`config.mk`:
```
export PLATFORM = sky130hd
export DESIGN_NAME = trs_tariff_selector
export DESIGN_NICKNAME = d
export VERILOG_FILES = /design/src/hdl/trs_pkg.sv /design/src/hdl/trs_limit_scaler.sv /design/src/hdl/trs_band_classify.sv /design/src/hdl/trs_tariff_selector.sv
export SDC_FILE = /design/constraint.sdc
export NUM_CORES = 2
export LEC_CHECK = 0
export BUFFER_PORTS_ARGS = -buffer_cell sky130_fd_sc_hd__clkbuf_2
export CAP_MARGIN = 20
export CORE_UTILIZATION = 60
export DETAILED_ROUTE_END_ITERATION = 12
export PLACE_DENSITY = 0.85
export SYNTH_ARGS = -nofsm -noshare
export SYNTH_HDL_FRONTEND = slang
export SYNTH_SLANG_ARGS = --single-unit
```
`constraint.sdc`:
```
create_clock -name clk -period 17.9 [get_ports clk]
set_input_delay 0.895 -clock clk [delete_from_list [all_inputs] [get_ports clk]]
set_output_delay 0.895 -clock clk [all_outputs]
set_load 0.005 [all_outputs]
```
`src/hdl/trs_pkg.sv`:
```
// Purpose: Shared constants and types for the tariff register selector.
// Assumes: Codes are held as packed BCD digits, limits as 16-bit raw values.
// Notes: Register offsets are word indices on the plain register port.
package trs_pkg;

    // Register word indices.
    localparam logic [3:0] REG_CONFIG = 4'h0;
    localparam logic [3:0] REG_LIMIT_2 = 4'h1;
    localparam logic [3:0] REG_LIMIT_3 = 4'h2;
    localparam logic [3:0] REG_LIMIT_4 = 4'h3;
    localparam logic [3:0] REG_HC_THRESH = 4'h4;
    localparam logic [3:0] REG_STATUS = 4'h5;
    localparam logic [3:0] REG_CONTROL = 4'h6;
    localparam logic [3:0] REG_MAIN_ENERGY = 4'h7;
    localparam logic [3:0] REG_TOTAL_VOL = 4'h8;
    localparam logic [3:0] REG_TARIFF_2 = 4'h9;
    localparam logic [3:0] REG_TARIFF_3 = 4'ha;
    localparam logic [3:0] REG_TARIFF_4 = 4'hb;

    // Tariff type codes as BCD.
    localparam logic [7:0] TT_NONE = 8'h00;
    localparam logic [7:0] TT_FLOW = 8'h12;
    localparam logic [7:0] TT_DELTA = 8'h13;
    localparam logic [7:0] TT_INLET = 8'h14;
    localparam logic [7:0] TT_OUTLET = 8'h15;
    localparam logic [7:0] TT_TIME = 8'h19;
    localparam logic [7:0] TT_VOLUME = 8'h20;
    localparam logic [7:0] TT_PQ = 8'h21;

    // Combined heat/cooling meter types and the auto-detect code digit.
    localparam logic [3:0] METER_HC_A = 4'h3;
    localparam logic [3:0] METER_HC_B = 4'h6;
    localparam logic [3:0] AUTO_DETECT_DIGIT = 4'h8;

    // Limit resolution factors per nominal-flow class.
    localparam logic [9:0] RES_FACTOR_0 = 10'h001;
    localparam logic [9:0] RES_FACTOR_1 = 10'h00a;
    localparam logic [9:0] RES_FACTOR_2 = 10'h064;
    localparam logic [9:0] RES_FACTOR_3 = 10'h3e8;

    // Values after reset.
    localparam logic [31:0] RESET_CONFIG = 32'h0000_0000;
    localparam logic [15:0] RESET_LIMIT = 16'h0000;
    localparam logic [31:0] RESET_ACC = 32'h0000_0000;

    // Band codes out of the limit classifier.
    localparam logic [1:0] BAND_MAIN = 2'h0;
    localparam logic [1:0] BAND_T2 = 2'h1;
    localparam logic [1:0] BAND_T3 = 2'h2;
    localparam logic [1:0] BAND_T4 = 2'h3;

    // Live measurements from the meter's measurement path.
    typedef struct packed {
        logic [15:0] flow;
        logic [15:0] power;
        logic signed [15:0] inlet_temp;
        logic signed [15:0] outlet_temp;
        logic [10:0] time_min;
    } trs_meas_type;

    // Stored configuration word.
    typedef struct packed {
        logic [7:0] unused;
        logic [11:0] flow_sensor_code;
        logic [3:0] meter_type;
        logic [7:0] tariff_type_code;
    } trs_config_type;

endpackage

```
`src/hdl/trs_limit_scaler.sv`:
```
// Purpose: Brings a raw tariff limit to the resolution of the measured value.
// Assumes: Flow-unit limits are unsigned, temperature and time limits signed.
// Notes: Purely combinational; the stored raw value is never altered.
`timescale 1ns/1ps
`default_nettype none
module trs_limit_scaler (
    input wire logic [15:0] raw,
    input wire logic [1:0] res_class,
    input wire logic flow_units,
    output logic signed [31:0] scaled
);

    // Factor lookup by nominal-flow class.
    wire logic [9:0] factor;
    wire logic [31:0] product;
    assign factor = (res_class == 2'h0) ? trs_pkg::RES_FACTOR_0 :
                    (res_class == 2'h1) ? trs_pkg::RES_FACTOR_1 :
                    (res_class == 2'h2) ? trs_pkg::RES_FACTOR_2 :
                                          trs_pkg::RES_FACTOR_3;
    assign product = {16'h0000, raw} * {22'h000000, factor};

    // Temperatures and clock times keep their plain signed value.
    assign scaled = flow_units ? product : {{16{raw[15]}}, raw};

endmodule // trs_limit_scaler
`default_nettype wire

```
`src/hdl/trs_band_classify.sv`:
```
// Purpose: Sorts a measured value into one of four bands against three limits.
// Assumes: Limits are ordered by the configuring party.
// Notes: Descending mode serves the temperature-difference tariff.
`timescale 1ns/1ps
`default_nettype none
module trs_band_classify (
    input wire logic signed [31:0] value,
    input wire logic signed [31:0] lim_2,
    input wire logic signed [31:0] lim_3,
    input wire logic signed [31:0] lim_4,
    input wire logic descending,
    output logic [1:0] band
);

    // Ascending bands are open below and closed above each limit.
    wire logic [1:0] band_up;
    wire logic [1:0] band_down;
    assign band_up = (value > lim_4) ? trs_pkg::BAND_T4 :
                     (value > lim_3) ? trs_pkg::BAND_T3 :
                     (value > lim_2) ? trs_pkg::BAND_T2 : trs_pkg::BAND_MAIN;

    // Descending bands are closed below and open above each limit.
    assign band_down = (value < lim_4) ? trs_pkg::BAND_T4 :
                       (value < lim_3) ? trs_pkg::BAND_T3 :
                       (value < lim_2) ? trs_pkg::BAND_T2 : trs_pkg::BAND_MAIN;

    assign band = descending ? band_down : band_up;

endmodule // trs_band_classify
`default_nettype wire

```
`src/hdl/trs_tariff_selector.sv`:
```
// Purpose: Steers each accumulation update into the main and tariff accumulators.
// Assumes: Measurements and update strobe come from logic on the same clock.
// Notes: The tariff condition is sampled on the update strobe cycle.
`timescale 1ns/1ps
`default_nettype none
module trs_tariff_selector (
    input wire logic clk,
    input wire logic srst,
    input wire logic [3:0] reg_addr,
    input wire logic [31:0] reg_wdata,
    input wire logic reg_wr,
    input wire logic reg_rd,
    output logic [31:0] reg_rdata,
    input wire logic acc_update,
    input wire logic [15:0] energy_inc,
    input wire logic [15:0] volume_inc,
    input wire trs_pkg::trs_meas_type meas,
    input wire logic auto_detect_valid,
    input wire logic [11:0] auto_detect_code,
    output logic upd_strobe,
    output logic [2:0] tariff_hit,
    output logic [15:0] tariff_inc
);

    trs_pkg::trs_config_type config_q;
    logic [15:0] limit_2_q;
    logic [15:0] limit_3_q;
    logic [15:0] limit_4_q;
    logic [15:0] hc_thresh_q;
    logic [31:0] main_energy_q;
    logic [31:0] total_vol_q;
    logic [31:0] tariff_acc_2_q;
    logic [31:0] tariff_acc_3_q;
    logic [31:0] tariff_acc_4_q;
    logic [31:0] rdata_q;
    logic upd_q;
    logic [2:0] hit_q;
    logic [15:0] inc_q;
    logic [15:0] energy_q;
    logic [15:0] volume_q;
    logic [1:0] band_q;
    logic clear_q;

    // Register decode.
    wire logic wr_config;
    wire logic wr_lim2;
    wire logic wr_lim3;
    wire logic wr_lim4;
    wire logic wr_hc;
    wire logic wr_clear;
    assign wr_config = reg_wr && (reg_addr == trs_pkg::REG_CONFIG);
    assign wr_lim2 = reg_wr && (reg_addr == trs_pkg::REG_LIMIT_2);
    assign wr_lim3 = reg_wr && (reg_addr == trs_pkg::REG_LIMIT_3);
    assign wr_lim4 = reg_wr && (reg_addr == trs_pkg::REG_LIMIT_4);
    assign wr_hc = reg_wr && (reg_addr == trs_pkg::REG_HC_THRESH);
    assign wr_clear = reg_wr && (reg_addr == trs_pkg::REG_CONTROL) && reg_wdata[0];

    // Tariff type decode.
    wire logic [7:0] tcode;
    wire logic is_flow;
    wire logic is_delta;
    wire logic is_inlet;
    wire logic is_outlet;
    wire logic is_time;
    wire logic is_volume;
    wire logic is_pq;
    wire logic is_banded;
    wire logic hc_meter;
    assign tcode = config_q.tariff_type_code;
    assign is_flow = (tcode == trs_pkg::TT_FLOW);
    assign is_delta = (tcode == trs_pkg::TT_DELTA);
    assign is_inlet = (tcode == trs_pkg::TT_INLET);
    assign is_outlet = (tcode == trs_pkg::TT_OUTLET);
    assign is_time = (tcode == trs_pkg::TT_TIME);
    assign is_volume = (tcode == trs_pkg::TT_VOLUME);
    assign is_pq = (tcode == trs_pkg::TT_PQ);
    assign is_banded = is_flow || is_delta || is_inlet || is_outlet;
    assign hc_meter = (config_q.meter_type == trs_pkg::METER_HC_A) ||
                      (config_q.meter_type == trs_pkg::METER_HC_B);

    // Flow-unit limits take the resolution of the nominal flow class.
    wire logic flow_units;
    wire logic [1:0] res_class;
    assign flow_units = is_flow || is_pq;
    assign res_class = config_q.flow_sensor_code[5:4];

    wire logic signed [31:0] lim_2;
    wire logic signed [31:0] lim_3;
    wire logic signed [31:0] lim_4;

    trs_limit_scaler u_scale_2 (
        .raw(limit_2_q),
        .res_class(res_class),
        .flow_units(flow_units),
        .scaled(lim_2)
    );

    trs_limit_scaler u_scale_3 (
        .raw(limit_3_q),
        .res_class(res_class),
        .flow_units(flow_units),
        .scaled(lim_3)
    );

    trs_limit_scaler u_scale_4 (
        .raw(limit_4_q),
        .res_class(res_class),
        .flow_units(flow_units),
        .scaled(lim_4)
    );

    // Measured quantities widened to the comparison width.
    wire logic signed [31:0] flow_w;
    wire logic signed [31:0] power_w;
    wire logic signed [31:0] inlet_w;
    wire logic signed [31:0] outlet_w;
    wire logic signed [31:0] delta_w;
    wire logic signed [31:0] time_w;
    wire logic signed [31:0] hc_w;
    assign flow_w = {16'h0000, meas.flow};
    assign power_w = {16'h0000, meas.power};
    assign inlet_w = {{16{meas.inlet_temp[15]}}, meas.inlet_temp};
    assign outlet_w = {{16{meas.outlet_temp[15]}}, meas.outlet_temp};
    assign delta_w = inlet_w - outlet_w;
    assign time_w = {21'h000000, meas.time_min};
    assign hc_w = {{16{hc_thresh_q[15]}}, hc_thresh_q};

    // Value for the banded tariffs.
    wire logic signed [31:0] band_value;
    wire logic [1:0] band;
    assign band_value = is_flow ? flow_w :
                        is_delta ? delta_w :
                        is_inlet ? inlet_w : outlet_w;

    trs_band_classify u_band (
        .value(band_value),
        .lim_2(lim_2),
        .lim_3(lim_3),
        .lim_4(lim_4),
        .descending(is_delta),
        .band(band)
    );

    // Banded tariffs: flow, difference, inlet and outlet.
    wire logic [2:0] hit_banded;
    assign hit_banded[0] = is_banded && (band == trs_pkg::BAND_T2);
    assign hit_banded[1] = is_banded && (band == trs_pkg::BAND_T3);
    assign hit_banded[2] = is_banded && (band == trs_pkg::BAND_T4);

    // Time windows; the last window wraps over midnight back to limit 2.
    // With misordered limits a window may overlap; priority keeps one hit.
    wire logic t_in_2;
    wire logic t_in_3;
    wire logic t_in_4;
    wire logic [2:0] hit_time;
    assign t_in_2 = (time_w >= lim_2) && (time_w < lim_3);
    assign t_in_3 = (time_w >= lim_3) && (time_w < lim_4);
    assign t_in_4 = (time_w >= lim_4) || (time_w < lim_2);
    assign hit_time[0] = is_time && t_in_2;
    assign hit_time[1] = is_time && t_in_3 && !t_in_2;
    assign hit_time[2] = is_time && t_in_4 && !t_in_2 && !t_in_3;

    // Heat/cooling volume split; equal temperatures count nowhere extra.
    wire logic vol_active;
    wire logic [2:0] hit_vol;
    assign vol_active = is_volume && hc_meter;
    assign hit_vol[0] = vol_active && (inlet_w > outlet_w) && (inlet_w >= hc_w);
    assign hit_vol[1] = vol_active && (outlet_w > inlet_w) && (inlet_w <= hc_w);
    assign hit_vol[2] = 1'b0;

    // Combined power and flow; limit 4 plays no part here.
    wire logic [2:0] hit_pq;
    assign hit_pq[0] = is_pq && (power_w > lim_2);
    assign hit_pq[1] = is_pq && (flow_w > lim_3);
    assign hit_pq[2] = 1'b0;

    // Unlisted codes, the no-tariff code among them, select nothing.
    wire logic [2:0] hit_sel;
    wire logic [15:0] inc_sel;
    assign hit_sel = hit_banded | hit_time | hit_vol | hit_pq;
    assign inc_sel = is_volume ? volume_inc : energy_inc;

    // Limit order check for the configured tariff.
    wire logic order_up;
    wire logic order_down;
    wire logic limits_misordered;
    assign order_up = (lim_3 > lim_2) && (lim_4 > lim_3);
    assign order_down = (lim_3 < lim_2) && (lim_4 < lim_3);
    assign limits_misordered = is_delta ? !order_down :
                               (is_flow || is_inlet || is_outlet || is_time) ? !order_up :
                               1'b0;

    // Auto detect replaces the low code digits only while the code is of auto form.
    wire logic auto_apply;
    assign auto_apply = auto_detect_valid &&
                        (config_q.flow_sensor_code[11:8] == trs_pkg::AUTO_DETECT_DIGIT);

    // Configuration register; a software write wins over auto detect.
    always_ff @(posedge clk) begin
        if (srst) begin
            config_q <= trs_pkg::RESET_CONFIG;
        end else if (wr_config) begin
            config_q <= {8'h00, reg_wdata[23:0]};
        end else if (auto_apply) begin
            config_q.flow_sensor_code[7:0] <= auto_detect_code[7:0];
        end
    end

    // Limits; auto detect never touches them, so their stored values stay.
    always_ff @(posedge clk) begin
        if (srst) begin
            limit_2_q <= trs_pkg::RESET_LIMIT;
            limit_3_q <= trs_pkg::RESET_LIMIT;
            limit_4_q <= trs_pkg::RESET_LIMIT;
            hc_thresh_q <= trs_pkg::RESET_LIMIT;
        end else begin
            if (wr_lim2) limit_2_q <= reg_wdata[15:0];
            if (wr_lim3) limit_3_q <= reg_wdata[15:0];
            if (wr_lim4) limit_4_q <= reg_wdata[15:0];
            if (wr_hc) hc_thresh_q <= reg_wdata[15:0];
        end
    end

    // Update stage: the condition is captured once per accumulation update.
    always_ff @(posedge clk) begin
        if (srst) begin
            upd_q <= 1'b0;
            hit_q <= 3'h0;
            inc_q <= 16'h0000;
            energy_q <= 16'h0000;
            volume_q <= 16'h0000;
            band_q <= trs_pkg::BAND_MAIN;
        end else begin
            upd_q <= acc_update;
            if (acc_update) begin
                hit_q <= hit_sel;
                inc_q <= inc_sel;
                energy_q <= energy_inc;
                volume_q <= volume_inc;
                band_q <= band;
            end
        end
    end

    // A clear request is held one cycle so it meets the add stage.
    always_ff @(posedge clk) begin
        if (srst) begin
            clear_q <= 1'b0;
        end else begin
            clear_q <= wr_clear;
        end
    end

    // Accumulator next values; an add in the clearing cycle is not lost.
    wire logic [31:0] main_base;
    wire logic [31:0] vol_base;
    wire logic [31:0] t2_base;
    wire logic [31:0] t3_base;
    wire logic [31:0] t4_base;
    assign main_base = clear_q ? trs_pkg::RESET_ACC : main_energy_q;
    assign vol_base = clear_q ? trs_pkg::RESET_ACC : total_vol_q;
    assign t2_base = clear_q ? trs_pkg::RESET_ACC : tariff_acc_2_q;
    assign t3_base = clear_q ? trs_pkg::RESET_ACC : tariff_acc_3_q;
    assign t4_base = clear_q ? trs_pkg::RESET_ACC : tariff_acc_4_q;

    wire logic [31:0] inc_w;
    wire logic [31:0] energy_w;
    wire logic [31:0] volume_w;
    assign inc_w = upd_q ? {16'h0000, inc_q} : 32'h0000_0000;
    assign energy_w = upd_q ? {16'h0000, energy_q} : 32'h0000_0000;
    assign volume_w = upd_q ? {16'h0000, volume_q} : 32'h0000_0000;

    // Main accumulators count on every update whatever the tariff.
    always_ff @(posedge clk) begin
        if (srst) begin
            main_energy_q <= trs_pkg::RESET_ACC;
            total_vol_q <= trs_pkg::RESET_ACC;
        end else begin
            main_energy_q <= main_base + energy_w;
            total_vol_q <= vol_base + volume_w;
        end
    end

    // Tariff accumulators count only when selected in the captured update.
    always_ff @(posedge clk) begin
        if (srst) begin
            tariff_acc_2_q <= trs_pkg::RESET_ACC;
            tariff_acc_3_q <= trs_pkg::RESET_ACC;
            tariff_acc_4_q <= trs_pkg::RESET_ACC;
        end else begin
            tariff_acc_2_q <= t2_base + (hit_q[0] ? inc_w : 32'h0000_0000);
            tariff_acc_3_q <= t3_base + (hit_q[1] ? inc_w : 32'h0000_0000);
            tariff_acc_4_q <= t4_base + (hit_q[2] ? inc_w : 32'h0000_0000);
        end
    end

    // Read mux; unmapped indices read as zero.
    wire logic [31:0] status_w;
    wire logic [31:0] rd_mux;
    assign status_w = {26'h0000000, limits_misordered, band_q, hit_q};
    assign rd_mux = (reg_addr == trs_pkg::REG_CONFIG) ? config_q :
                    (reg_addr == trs_pkg::REG_LIMIT_2) ? {16'h0000, limit_2_q} :
                    (reg_addr == trs_pkg::REG_LIMIT_3) ? {16'h0000, limit_3_q} :
                    (reg_addr == trs_pkg::REG_LIMIT_4) ? {16'h0000, limit_4_q} :
                    (reg_addr == trs_pkg::REG_HC_THRESH) ? {16'h0000, hc_thresh_q} :
                    (reg_addr == trs_pkg::REG_STATUS) ? status_w :
                    (reg_addr == trs_pkg::REG_MAIN_ENERGY) ? main_energy_q :
                    (reg_addr == trs_pkg::REG_TOTAL_VOL) ? total_vol_q :
                    (reg_addr == trs_pkg::REG_TARIFF_2) ? tariff_acc_2_q :
                    (reg_addr == trs_pkg::REG_TARIFF_3) ? tariff_acc_3_q :
                    (reg_addr == trs_pkg::REG_TARIFF_4) ? tariff_acc_4_q :
                    32'h0000_0000;

    // Read data stand only in the cycle after the strobe.
    always_ff @(posedge clk) begin
        if (srst) begin
            rdata_q <= 32'h0000_0000;
        end else begin
            rdata_q <= reg_rd ? rd_mux : 32'h0000_0000;
        end
    end

    assign reg_rdata = rdata_q;
    assign upd_strobe = upd_q;
    assign tariff_hit = hit_q;
    assign tariff_inc = inc_q;

endmodule // trs_tariff_selector
`default_nettype wire

```
==> results.toml <==
[run_status]
status = "completed"

[clock_tree]
ctsHoldBuffers = 0
cts_resized = 0
clockBufferDepth = 3
post_cts_buffers = 0
clock-root-buffer = "clkbuf_16"
cts_num_sinks = 335
cts_htree_levels = 1
cts_made_buffers = 29
cts_tree = "yes"
clkLatencyLatePin_ns = 0.60
clkTransAtPathRegs_ns = 0.07

[sta]
fmax_mhz = 95.30
worst_slew_pin_slew_ns = 1.126
slew_viol_final = 0
setup_viol = 0
period_share = 0.5862
skew_ns = 0.03055
rsz0062_at_grt = "false"
holdWs_ns = 0.4585
finalSetupTns_ns = 0
slew_headroom = 0.2452
fin_crit_ns = 10.49
finalHoldViolations = 0

[worst_setup_path]
rr_endpoint = "tariff_hit[1]"
end_kind = "register"
critical_path_required_ns = 18.43
r2r_setup_slack_ns = 7.41
critPathArrivalTime_ns = 11.03
crit_fanout = 44
cp_slowest_cell = "dfxtp_2"
reg2reg_from = "config_q[17]"
worstSetupPathType = "reg2reg"
rr_worst_depth = 34
slowest_delay_ns = 0.87
worstSetupEndpoint = "tariff_hit[1]"
crit_path_start = "config_q[17]"
start_kind = "register"

[route]
drtIter0Drc = 3301
totalWireLength_mm = 122.0
avgViaCountPerCell = 6.245
route.vias.total = 36320
drtAntennaViolNets = 0
first_pass_iters = 10
wl_per_cell_um = 20.98
drc = 0

[yosys]
synth_top_family_by_area = "adder cells"
synth-seq-cells = 335
yosysTopAreaCell = "ha_1"
synth.distinct_cells = 100
yosysSeqAreaShare = 0.1705
synth-async-reset-ratio = 0
synthAdderAreaFrac = 0.3121
synth_area_leaders = "ha_1 (17%), dfxtp_1 (17%), fa_1 (14%)"
synth_ff_type = "dfxtp_1"
avgSynthCellArea_sq_um = 8.063
syn_nets = 5855
synth-simple-area-share = 0.2136
synth-xor-area-share = 0.04273
syn_inst = 4877
synth_warnings = 0
synth_edf_count = 0
syn_area_sq_mm = 0.03932
synthMuxAreaShare = 0.02243
synth_top_area_frac = 0.1731
synth-compound-area-share = 0.1678

[place]
routabilityCongestion = 1.032
port_buffers = 200
postPlaceCellArea_sq_mm = 0.04096
dp_hpwl_mm = 96.46

[layout]
fin_area_sq_mm = 0.04208
layout_commonest_cell = "nand2_1"
seq_area_sq_mm = 0.006716
drive_gt1_frac = 0.07522
nets = 5916
syn_to_final_growth_pct = 7.003
multi_input_area_sq_mm = 0.02989
mostFrequentLayoutCells = "nand2_1 (547), ha_1 (544), inv_1 (523)"
nFillCells = 5287

[grt]
grt_max_degree = 94
grt-ovfl-total = 0
grt_pass1_wl_mm = 191.7
grt_pass1_vias = 35595
antenna_found_initial = 9
grt_usage = 0.3614

[power]
leakage_uw = 0.02051
power_density_mw_per_mm2 = 41.85
peakVddDrop_mv = 0.08202

[run]
maxCapViolations = 0

[floorplan]
row_count = 93
die_width_um = 258.0
coreArea_sq_mm = 0.06458
start_util = 0.6089
dieHeight_um = 258.0
dieArea_sq_mm = 0.06657
num_io_pins = 213

[min_path]
hold_path_class = "reg2reg"
-- logic make-up after synthesis --
logic type                 Yosys count
and+or+nand+nor                   1710
xor gates and xnor gates           191
muxes                               88
adders and majority gates          817
buffers and inverters              737
AOI/OAI and AO/OA                  999
DFF                                335
-- worst min path at each step --
stage	startpoint	to	slack, ns	cells after the start
2_1_floorplan	hc_thresh_q[2]	hc_thresh_q[2]	0.44	2
3_3_place_gp	hc_thresh_q[5]	hc_thresh_q[5]	0.44	2
3_5_place_dp	hc_thresh_q[5]	hc_thresh_q[5]	0.45	2
4_1_cts	hc_thresh_q[5]	hc_thresh_q[5]	0.46	2
5_1_grt	hc_thresh_q[5]	hc_thresh_q[5]	0.48	2
6_report	hc_thresh_q[5]	hc_thresh_q[5]	0.46	2
-- state kept, by name (all words and copies together), names as in the netlist, 2 cells and up --
register        cells
energy_q           16
tariff_acc_4_q     32
tariff_acc_2_q     32
band_q              2
tariff_inc         16
volume_q           16
limit_2_q          16
tariff_hit          3
total_vol_q        32
hc_thresh_q        16
tcode               8
config_q           16
reg_rdata          32
tariff_acc_3_q     32
main_energy_q      32
limit_3_q          16
limit_4_q          16
-- where the power goes --
part / internal, uW / switching (uW) / total, uW
logic: 98.8 / 158 / 256
clock network: 419 / 303 / 722
registers: 759 / 23.5 / 782
-- through the flow --
step	worst slack, ns	power [uW]	cells	util
final	7.407	1761	5816	0.6516
after CTS	7.770	1750	5811	0.6510
after global placement	7.811	1037	5759	0.6342
after global routing	7.090	1809	5814	0.6515
after floorplan	9.714	949.2	4877	-
after detailed placement	7.797	1044	5759	0.6342
-- layout make-up --
class / instances / area share
Tap cell: 855 / 0.02542
Multi-Input combinational cell: 3805 / 0.7104
Clock buffer: 38 / 0.01998
Sequential cell: 335 / 0.1596
Timing Repair Buffer: 243 / 0.03197
Antenna cell: 2 / 0.0001189
Inverter: 524 / 0.04674
Clock inverter: 14 / 0.005769
-- metal layers --
| layer | track usage | wire length [um] | vias to the layer above |
|---|---|---|---|
| li1 | - | - | 16843 |
| met1 | 0.4429 | 46500 | 17148 |
| met2 | 0.5876 | 54330 | 1872 |
| met3 | 0.07990 | 13200 | 443 |
| met4 | 0.2025 | 7900 | 14 |
| met5 | 0 | 94 | - |
-- Yosys cell counts (all sizes together), types with 87 or more instances --
master  count
nand2b     94
inv       523
a22oi      90
dfxtp     335
and2      116
nor2      350
mux2i      87
xnor2     106
ha        544
and3      101
nand2     547
o21ai     165
a21o       94
nor2b     147
clkbuf    178
a21oi     296
fa        273
-- worst max-delay path: cells and delay by family, from the launching register on --
family / cells / cell delay, ns
adder cells (fa/ha/maj): 7 / 3.11
AO/OA/AOI/OAI: 12 / 2.85
AND/OR/NAND/NOR: 8 / 1.90
flip-flops: 1 / 0.87
buffers and inverters: 6 / 0.86
multiplexers: 1 / 0.84
No activity file was read; power rests on OpenSTA's default activity.
